`src/pomu_pkg.sv`:
```
/*
 * pomu_pkg: constants, types and register map shared by the pixel output merge unit
 * and its configuring controller.
 * assumes: one 50 MHz clock, synchronous active-low reset, unorm 8-bit colour channels.
 */
// Operation
// - post-blend clamp only while blending enabled
// - clamp enable set: clamp to configured range
// - blending on: always clamp to format range
// - four-bit dither from 4x4 table by position
// - add dither offsets to x and y
// - two lsbs pick column and row
// - shift dither, add, truncate to depth
// - logic op off passes pixel unchanged
// - controller never enables blend and logic together
// - logic ops only on plain unorm targets
// - sixteen bitwise functions of source, destination
// - stencil updated only if test enabled, face-selected
// - one stencil op: fail, depth-fail or pass
// - eight stencil operations incl. saturate and wrap
// - no stencil write without write enable
// - write only stencil bits set in mask
// - stencil writes only with stencil depth formats
// - stencil and depth write enables independent
// - depth written only with enable; controller clears unbound
// - failed depth test discards depth and colour
// - srgb target: gamma-encode rgb, not alpha
// - write only present, non-disabled channels
// - blending off bypasses blend and post clamp
package pomu_pkg;
	// ------------------------------------------------------------
	// register map of the controller
	// ------------------------------------------------------------
	localparam logic [7:0] POMU_REG_CTRL = 8'h00;
	localparam logic [7:0] POMU_REG_CLAMP = 8'h04;
	localparam logic [7:0] POMU_REG_DITHER = 8'h08;
	localparam logic [7:0] POMU_REG_STENCIL = 8'h0c;
	localparam logic [7:0] POMU_REG_SMASK = 8'h10;
	localparam logic [7:0] POMU_REG_SOPS = 8'h14;
	localparam logic [7:0] POMU_REG_STATUS = 8'h18;
	localparam logic [1:0] POMU_RESP_OKAY = 2'h0;
	localparam logic [1:0] POMU_RESP_SLVERR = 2'h2;
	// ctrl fields
	localparam int POMU_CTRL_BLEND = 0;
	localparam int POMU_CTRL_POSTCLAMP = 1;
	localparam int POMU_CTRL_LOGIC = 2;
	localparam int POMU_CTRL_STEST = 3;
	localparam int POMU_CTRL_DSIDED = 4;
	localparam int POMU_CTRL_SWRITE = 5;
	localparam int POMU_CTRL_DWRITE = 6;
	localparam int POMU_CTRL_DTEST = 7;
	localparam int POMU_CTRL_SRGB = 8;
	localparam int POMU_CTRL_DITHER = 9;
	localparam int POMU_CTRL_DBOUND = 10;
	localparam int POMU_CTRL_STFMT = 11;
	localparam int POMU_CTRL_UNORM = 12;
	localparam int POMU_CTRL_FUNC_LSB = 16;
	localparam int POMU_CTRL_PRESENT_LSB = 20;
	localparam int POMU_CTRL_WDIS_LSB = 24;
	localparam int POMU_CTRL_DEPTH_LSB = 28;
	localparam logic [31:0] POMU_CTRL_RESET = 32'h8000_0000;

	// ------------------------------------------------------------
	// pixel formats and operations
	// ------------------------------------------------------------
	localparam int POMU_CW = 8;
	localparam logic [7:0] POMU_CMAX = 8'hff;
	localparam logic [2:0] POMU_DEPTH_FULL = 3'h0;
	localparam logic [7:0] POMU_STENCIL_MAX = 8'hff;
	localparam logic [7:0] POMU_STENCIL_ONE = 8'h01;
	localparam logic [8:0] POMU_SUM_MAX = 9'h0ff;
	localparam logic [3:0] POMU_DITHER_TABLE [16] = '{
		4'h0, 4'h8, 4'h2, 4'ha,
		4'hc, 4'h4, 4'he, 4'h6,
		4'h3, 4'hb, 4'h1, 4'h9,
		4'hf, 4'h7, 4'hd, 4'h5};

	typedef enum logic [3:0] {
		logic_clear, logic_nor, logic_and_not_src, logic_not_src,
		logic_and_not_dst, logic_not_dst, logic_xor, logic_nand,
		logic_and, logic_xnor, logic_pass_destination, logic_or_not_src,
		logic_pass_source, logic_or_not_dst, logic_or, logic_set
	} pomu_logic_t;

	typedef enum logic [2:0] {
		stencil_keep_op, stencil_zero_op, stencil_store_reference_op,
		stencil_saturating_increment_op, stencil_saturating_decrement_op,
		stencil_wrapping_increment_op, stencil_wrapping_decrement_op, stencil_invert_op
	} pomu_sop_t;

	typedef struct packed {
		logic [7:0] a;
		logic [7:0] b;
		logic [7:0] g;
		logic [7:0] r;
	} pomu_color_t;
endpackage

```
`src/pomu_if.sv`:
```
/*
 * pomu_if: joins the controller (configuration) and the merge unit (pixels).
 * assumes: both ends on aclk; pixel stream has no back-pressure.
 */
`timescale 1ns/1ps
interface pomu_if;
	import pomu_pkg::*;
	logic [31:0] ctrl;
	logic [31:0] clamp;
	logic [31:0] dither;
	logic [31:0] stencil;
	logic [31:0] smask;
	logic [31:0] sops;
	logic [31:0] pix_count;
	logic [31:0] discard_count;
	modport ctl(output ctrl, clamp, dither, stencil, smask, sops, input pix_count, discard_count);
	modport unit(input ctrl, clamp, dither, stencil, smask, sops, output pix_count, discard_count);
endinterface // pomu_if

```
`src/pomu_unit.sv`:
```
/*
 * pomu_unit: pixel back end: logic op, post-blend clamp, dither, gamma, stencil/depth/colour writes.
 * assumes: blended colour and test results come in on the user side one pixel per valid cycle;
 * buffer memory takes every write strobe offered.
 */
// The address map and the AXI4-Lite register port were left to the implementer.
`timescale 1ns/1ps
module pomu_unit
	import pomu_pkg::*;
(
	input wire logic aclk,
	input wire logic aresetn,
	pomu_if.unit cfg,
	input wire logic in_valid,
	input wire pomu_color_t in_src,
	input wire pomu_color_t in_dst,
	input wire logic [15:0] in_x,
	input wire logic [15:0] in_y,
	input wire logic in_back,
	input wire logic in_stencil_pass,
	input wire logic in_depth_pass,
	input wire logic [7:0] in_stencil_old,
	input wire logic [31:0] in_depth,
	output logic out_color_we,
	output logic [3:0] out_color_chan,
	output pomu_color_t out_color,
	output logic out_stencil_we,
	output logic [7:0] out_stencil,
	output logic [7:0] out_stencil_mask,
	output logic out_depth_we,
	output logic [31:0] out_depth
);
	// ------------------------------------------------------------
	// configuration fields
	// ------------------------------------------------------------
	logic blend_en, post_en, logic_en, stest_en, dsided, swrite_en, dwrite_en, dtest_en, srgb, dither_en;
	logic [3:0] present, wdis;
	logic [2:0] drop_bits;
	pomu_logic_t func;
	assign blend_en = cfg.ctrl[POMU_CTRL_BLEND];
	assign post_en = cfg.ctrl[POMU_CTRL_POSTCLAMP];
	assign logic_en = cfg.ctrl[POMU_CTRL_LOGIC];
	assign stest_en = cfg.ctrl[POMU_CTRL_STEST];
	assign dsided = cfg.ctrl[POMU_CTRL_DSIDED];
	assign swrite_en = cfg.ctrl[POMU_CTRL_SWRITE];
	assign dwrite_en = cfg.ctrl[POMU_CTRL_DWRITE];
	assign dtest_en = cfg.ctrl[POMU_CTRL_DTEST];
	assign srgb = cfg.ctrl[POMU_CTRL_SRGB];
	assign dither_en = cfg.ctrl[POMU_CTRL_DITHER];
	assign func = pomu_logic_t'(cfg.ctrl[POMU_CTRL_FUNC_LSB +: 4]);
	assign present = cfg.ctrl[POMU_CTRL_PRESENT_LSB +: 4];
	assign wdis = cfg.ctrl[POMU_CTRL_WDIS_LSB +: 4];
	assign drop_bits = cfg.ctrl[POMU_CTRL_DEPTH_LSB +: 3];

	// ------------------------------------------------------------
	// colour path
	// ------------------------------------------------------------
	function automatic logic [7:0] logic_fn(input pomu_logic_t f, input logic [7:0] s, input logic [7:0] d);
		case (f)
			logic_clear: logic_fn = '0;
			logic_nor: logic_fn = ~(s | d);
			logic_and_not_src: logic_fn = ~s & d;
			logic_not_src: logic_fn = ~s;
			logic_and_not_dst: logic_fn = s & ~d;
			logic_not_dst: logic_fn = ~d;
			logic_xor: logic_fn = s ^ d;
			logic_nand: logic_fn = ~(s & d);
			logic_and: logic_fn = s & d;
			logic_xnor: logic_fn = ~(s ^ d);
			logic_pass_destination: logic_fn = d;
			logic_or_not_src: logic_fn = ~s | d;
			logic_pass_source: logic_fn = s;
			logic_or_not_dst: logic_fn = s | ~d;
			logic_or: logic_fn = s | d;
			default: logic_fn = '1;
		endcase
	endfunction

	// cheap power-curve stand-in: x^(1/2.4) approximated by the sqrt-like curve 2x-x^2/256, saturated at 255
	function automatic logic [7:0] gamma_fn(input logic [7:0] c);
		logic [15:0] sq;
		logic [8:0] up;
		sq = 16'(c) * 16'(c);
		up = {c, 1'b0} - 9'(sq[15:8]);
		gamma_fn = up[8] ? POMU_CMAX : up[7:0];
	endfunction

	logic [1:0] dcol, drow;
	logic [3:0] dval;
	assign dcol = 2'(in_x + cfg.dither[15:0]);
	assign drow = 2'(in_y + cfg.dither[31:16]);
	assign dval = POMU_DITHER_TABLE[{drow, dcol}];

	pomu_color_t next_color;
	always_comb begin
		logic [7:0] c, lo, hi;
		logic [11:0] sh;
		logic [8:0] sum;
		c = '0;
		lo = '0;
		hi = '0;
		sh = '0;
		sum = '0;
		next_color = in_src;
		for (int i = 0; i < 4; i++) begin
			c = in_src[i*8 +: 8];
			if (logic_en) begin
				c = logic_fn(func, in_src[i*8 +: 8], in_dst[i*8 +: 8]);
			end
			// blend off: bypass stays with c as given
			if (blend_en) begin
				// unorm8 carrier already saturates at format range
				lo = cfg.clamp[7:0];
				hi = cfg.clamp[15:8];
				if (post_en) begin
					if (c < lo) c = lo;
					if (c > hi) c = hi;
				end
			end
			if (dither_en) begin
				sh = {8'h00, dval} << drop_bits;
				sum = {1'b0, c} + 9'(sh[11:4]);
				if (sum > POMU_SUM_MAX) sum = POMU_SUM_MAX;
				c = sum[7:0] & (POMU_CMAX << drop_bits);
			end
			if (srgb && i < 3) begin
				c = gamma_fn(c);
			end
			next_color[i*8 +: 8] = c;
		end
	end

	// ------------------------------------------------------------
	// stencil path
	// ------------------------------------------------------------
	logic [7:0] sref, next_stencil;
	pomu_sop_t sop;
	logic use_back;
	assign use_back = dsided && in_back;
	assign sref = use_back ? cfg.stencil[15:8] : cfg.stencil[7:0];
	always_comb begin
		logic [8:0] base;
		base = use_back ? 9'(cfg.sops[17:9]) : 9'(cfg.sops[8:0]);
		if (!in_stencil_pass) sop = pomu_sop_t'(base[2:0]);
		else if (!in_depth_pass) sop = pomu_sop_t'(base[5:3]);
		else sop = pomu_sop_t'(base[8:6]);
		case (sop)
			stencil_keep_op: next_stencil = in_stencil_old;
			stencil_zero_op: next_stencil = '0;
			stencil_store_reference_op: next_stencil = sref;
			stencil_saturating_increment_op: next_stencil = (in_stencil_old == POMU_STENCIL_MAX) ? POMU_STENCIL_MAX :
				in_stencil_old + POMU_STENCIL_ONE;
			stencil_saturating_decrement_op: next_stencil = (in_stencil_old == '0) ? '0 : in_stencil_old - POMU_STENCIL_ONE;
			stencil_wrapping_increment_op: next_stencil = in_stencil_old + POMU_STENCIL_ONE;
			stencil_wrapping_decrement_op: next_stencil = in_stencil_old - POMU_STENCIL_ONE;
			default: next_stencil = ~in_stencil_old;
		endcase
	end

	logic survive;
	assign survive = !dtest_en || in_depth_pass;

	// ------------------------------------------------------------
	// output registers
	// ------------------------------------------------------------
	always_ff @(posedge aclk) begin
		if (!aresetn) begin
			out_stencil_we <= 1'b0;
			out_stencil <= '0;
			out_stencil_mask <= '0;
		end else begin
			out_stencil_we <= in_valid && stest_en && swrite_en;
			out_stencil <= next_stencil;
			out_stencil_mask <= use_back ? cfg.smask[15:8] : cfg.smask[7:0];
		end
	end

	always_ff @(posedge aclk) begin
		if (!aresetn) begin
			out_depth_we <= 1'b0;
			out_depth <= '0;
		end else begin
			out_depth_we <= in_valid && dwrite_en && survive;
			out_depth <= in_depth;
		end
	end

	always_ff @(posedge aclk) begin
		if (!aresetn) begin
			out_color_we <= 1'b0;
			out_color_chan <= '0;
			out_color <= '0;
		end else begin
			out_color_we <= in_valid && survive && |(present & ~wdis);
			out_color_chan <= present & ~wdis;
			out_color <= next_color;
		end
	end

	always_ff @(posedge aclk) begin
		if (!aresetn) begin
			cfg.pix_count <= '0;
			cfg.discard_count <= '0;
		end else if (in_valid) begin
			cfg.pix_count <= cfg.pix_count + 32'h1;
			if (!survive) cfg.discard_count <= cfg.discard_count + 32'h1;
		end
	end
endmodule // pomu_unit

```
`src/flat_wrapper.sv`:
```
// flat-port wrapper written by rule: the top's interface ports become plain ports
module pomu_unit_flat import pomu_pkg::*;
  (aclk, aresetn, in_valid, in_src, in_dst, in_x, in_y, in_back, in_stencil_pass, in_depth_pass, in_stencil_old, in_depth, out_color_we, out_color_chan, out_color, out_stencil_we, out_stencil, out_stencil_mask, out_depth_we, out_depth, cfg_ctrl, cfg_clamp, cfg_dither, cfg_stencil, cfg_smask, cfg_sops, cfg_pix_count, cfg_discard_count);
  pomu_if cfg_i ();
  input wire logic aclk;
  input wire logic aresetn;
  input wire logic in_valid;
  input wire pomu_color_t in_src;
  input wire pomu_color_t in_dst;
  input wire logic [15:0] in_x;
  input wire logic [15:0] in_y;
  input wire logic in_back;
  input wire logic in_stencil_pass;
  input wire logic in_depth_pass;
  input wire logic [7:0] in_stencil_old;
  input wire logic [31:0] in_depth;
  output logic out_color_we;
  output logic [3:0] out_color_chan;
  output pomu_color_t out_color;
  output logic out_stencil_we;
  output logic [7:0] out_stencil;
  output logic [7:0] out_stencil_mask;
  output logic out_depth_we;
  output logic [31:0] out_depth;
  input wire logic [$bits(cfg_i.ctrl)-1:0] cfg_ctrl;
  input wire logic [$bits(cfg_i.clamp)-1:0] cfg_clamp;
  input wire logic [$bits(cfg_i.dither)-1:0] cfg_dither;
  input wire logic [$bits(cfg_i.stencil)-1:0] cfg_stencil;
  input wire logic [$bits(cfg_i.smask)-1:0] cfg_smask;
  input wire logic [$bits(cfg_i.sops)-1:0] cfg_sops;
  output wire logic [$bits(cfg_i.pix_count)-1:0] cfg_pix_count;
  output wire logic [$bits(cfg_i.discard_count)-1:0] cfg_discard_count;
  assign cfg_i.ctrl = cfg_ctrl;
  assign cfg_i.clamp = cfg_clamp;
  assign cfg_i.dither = cfg_dither;
  assign cfg_i.stencil = cfg_stencil;
  assign cfg_i.smask = cfg_smask;
  assign cfg_i.sops = cfg_sops;
  assign cfg_pix_count = cfg_i.pix_count;
  assign cfg_discard_count = cfg_i.discard_count;
  pomu_unit u_core (.aclk(aclk), .aresetn(aresetn), .cfg(cfg_i), .in_valid(in_valid), .in_src(in_src), .in_dst(in_dst), .in_x(in_x), .in_y(in_y), .in_back(in_back), .in_stencil_pass(in_stencil_pass), .in_depth_pass(in_depth_pass), .in_stencil_old(in_stencil_old), .in_depth(in_depth), .out_color_we(out_color_we), .out_color_chan(out_color_chan), .out_color(out_color), .out_stencil_we(out_stencil_we), .out_stencil(out_stencil), .out_stencil_mask(out_stencil_mask), .out_depth_we(out_depth_we), .out_depth(out_depth));
endmodule
```
`config.mk`:
```
export PLATFORM = sky130hd
export DESIGN_NAME = pomu_unit_flat
export DESIGN_NICKNAME = d
export VERILOG_FILES = /design/src/pomu_pkg.sv /design/src/pomu_if.sv /design/src/pomu_unit.sv /design/src/flat_wrapper.sv
export SDC_FILE = /design/constraint.sdc
export NUM_CORES = 1
export LEC_CHECK = 0
export BUFFER_PORTS_ARGS = -buffer_cell sky130_fd_sc_hd__clkbuf_2
export CAP_MARGIN = 20
export CORE_MARGIN = 2
export CORE_UTILIZATION = 55
export DETAILED_ROUTE_END_ITERATION = 7
export MAX_ROUTING_LAYER = met4
export PLACE_DENSITY = 0.81
export SLEW_MARGIN = 20
export SYNTH_ARGS = -nofsm -noshare
export SYNTH_HDL_FRONTEND = slang
export SYNTH_SLANG_ARGS = --single-unit
```
`constraint.sdc`:
```
create_clock -name aclk -period 16.24 [get_ports aclk]
set_input_delay 1.624 -clock aclk [delete_from_list [all_inputs] [get_ports aclk]]
set_output_delay 1.624 -clock aclk [all_outputs]
set_load 0.1 [all_outputs]
```
==> run summary <==
I/O pin count: 485
Top delay family on crit path: compound AO/OA/AOI/OAI gates
Pleak: 12.60 nW
Share of the synthesized area in the top cell type: 0.1843
Leading area contributor after synthesis: ha_1
Area delta synth->final: 13.35%
Cell Rows: 74
Final clock skew: 12.26 ps
Async set-reset flop share out of synthesis: 0
Overall Power: 4.026 mW
Synth cell count leaders: ha_1 (331), inv_1 (291), nor2_1 (281), nand2_1 (241), a21oi_1 (180)
Worst Hold Class: register to register
Synth Area in Compound Gates: 0.2358
CP startpoint kind: input pin
Port Buffer Count: 359
Slowest cell on crit path: fa_1
Outcome: finished with violations
Post-synthesis xor/xnor area fraction: 0.05028
Failing checks: design-rule violations
Cells after synthesis: 2889
Total Wirelength: 76440 µm
Rel. slew slack: 0.3486
Final slew viol count: 0
RePlAce Congestion: 1.050
Hpwl dp: 59610 µm
Netlist cell types: 108
Kind of critical path: input pin to register
DR WL/cell: 20.32 µm
Detail Route Antenna Nets: 0
Core area: 40550 µm²
Total of max-cap violations: 0
Post-synth EDFFs: 0
CTS Sinks: 151
Clk buf depth: 2
Clock slew at reported path FFs: 70 ps
Fin Hold WS: 502.2 ps
Core Util, Final: 0.6280
Nets: 3954
FMAX: 65.21 MHz
Worst setup EP type: register
Starting DRT DRC Count: 2295
Pre-CTS WS: 777.7 ps
CP dominant cell by count: a21oi_1
Max IR drop VDD: 0.1569 mV
Yosys reg bits: 151
# H-tree levels: 4
Syn. warnings: 0
First-pass GRT wire length: 117200 µm
WP buf/inv: 6
Initial Utilization: 0.5541
Vias in the first global route: 22520
Most used DFF post-synth: dfxtp_1
Fin. Hold Viols: 0
Max FO, Critical Path: 45
Design Area, Final: 25470 µm²
Largest net degree at the start of global routing: 84
Mux contribution to synthesized area: 0.04761
CTS Buf Count: 17
Synth Net Count: 3633
Routed via count: 23640
Combinational family with the most area after synthesis: adder cells
Die Span Y: 206.1 µm
# DRC: 2
Die ar.: 42490 µm²
Die W: 206.1 µm
Setup Buffers After CTS: 0
Critical Path AT: 15670 ps
Initial antenna violation count: 4
Placed inst area: 24880 µm²
Req. time, crit path: 16580 ps
RSZ-0062 raised after global routing: no
Worst path max stage delay: 510 ps
Slew @ Worst Pin: 968.8 ps
Clk_lat worst skew: 450 ps
Final setup violating endpoints: 0
Fin crit share: 0.9443
Adder-Cell Fraction of Synth Area: 0.2547
Synth area leaders: ha_1 (18%), dfxtp_1 (13%), fa_1 (7.0%)
GRT overflow: 0
Vias/cell: 6.286
Most frequent cell after synthesis: ha_1
Tmin final: 15340 ps
Post-route insts no fill: 3761
Simple-gate share of the synthesized area: 0.1968
Root Driver: clkbuf_16
CTS tree: done
First-pass iteration count of the detailed router: 8
Pwr per Cell Area: 158.1 nW/µm²
Post-route setup slack: 905.0 ps
Final setup TNS: 0 ps
Mapped Area: 22470 µm²
Sequential area share after synthesis: 0.1345
Syn Area/Cell: 7.777 µm²
Total Routing Usage GR: 0.3592
Placed Cells: 3723
Fraction of layout cells with a size suffix above 1: 0.1803
layer usage:
metal | GRT usage | vias up | wire length [µm]
met5 | - | - | 0
met4 | 0.1776 | 0 | 3404
met3 | 0.07868 | 255 | 7924
met2 | 0.5786 | 1283 | 35380
met1 | 0.4237 | 11210 | 29730
li1 | - | 10890 | -
path summary, 6_finish.rpt:
check                           slack (ps)                                      from                                        end  cells past startpoint
worst max-delay path                   900                              cfg_ctrl[19]            u_core.out_color[23]$_SDFF_PN0_                     61
worst min-delay path                   500     u_core.cfg.pix_count[30]$_SDFFE_PN0P_      u_core.cfg.pix_count[30]$_SDFFE_PN0P_                      2
worst max register to register       13810  u_core.cfg.discard_count[2]$_SDFFE_PN0P_  u_core.cfg.discard_count[29]$_SDFFE_PN0P_                      7
worst min register to register         500     u_core.cfg.pix_count[30]$_SDFFE_PN0P_      u_core.cfg.pix_count[30]$_SDFFE_PN0P_                      2
power by group:
part | leakage [nW] | switching, mW | internal (mW)
Sequential | 1.24 | 0.0142 | 0.412
Combinational | 11.1 | 1.95 | 1.25
Clock | 0.283 | 0.186 | 0.207
cell usage in the layout (no fill, tap or decap), types with 29 or more instances in the layout:
| master | n |
|---|---|
| clkbuf_2 | 357 |
| or3_1 | 33 |
| a31oi_1 | 29 |
| a21o_1 | 32 |
| xnor2_1 | 68 |
| and2_1 | 59 |
| nor2_1 | 281 |
| o21ai_0 | 136 |
| dfxtp_1 | 151 |
| ha_1 | 331 |
| nand3_1 | 63 |
| nor2b_1 | 29 |
| nand2_1 | 241 |
| nand2b_1 | 31 |
| xor2_1 | 61 |
| and3_1 | 34 |
| mux2i_1 | 54 |
| nor3_1 | 41 |
| a21oi_1 | 180 |
| o22ai_1 | 41 |
| fa_1 | 79 |
| inv_1 | 290 |
| buf_4 | 78 |
cell families (layout without fill, tap and decap cells):
family / count (synthesis) / in the layout
AOI/OAI and AO/OA: 766 / 766
xor gates and xnor gates: 129 / 129
other: 0 / 6
muxes: 90 / 90
and+or+nand+nor: 907 / 907
buffers and inverters: 436 / 770
adders and majority gates: 410 / 410
DFF: 151 / 151
final cells by class:
cell class              count  area, µm²
fillers                  3455      15080
inverters                 301       1132
clock inverters            14      132.6
clock buffers              18      439.2
flip-flops and latches    151       3023
repair buffers            437       2412
multi-input cells        2302      17650
diodes                      6      15.01
well taps                 532      665.6
flip-flops by register name (all words and copies together), names as in the netlist, 4 cells and up:
name and flops:
u_core.cfg.discard_count 32, u_core.cfg.pix_count 32, u_core.out_color 32, u_core.out_depth 32
u_core.out_stencil 8, u_core.out_stencil_mask 8, u_core.out_color_chan 4
worst min-delay path: stages, from the launching register on:
cell and delay (ps):
dfxtp_1 330, o21ai_0 70, a21oi_1 60
repair_timing:
item	CTS	global route
gates resized for setup	0	1
endpoints found under the setup margin	0	1
hold buffers	0	0
Note: power is estimated with default switching activity, not from simulation.
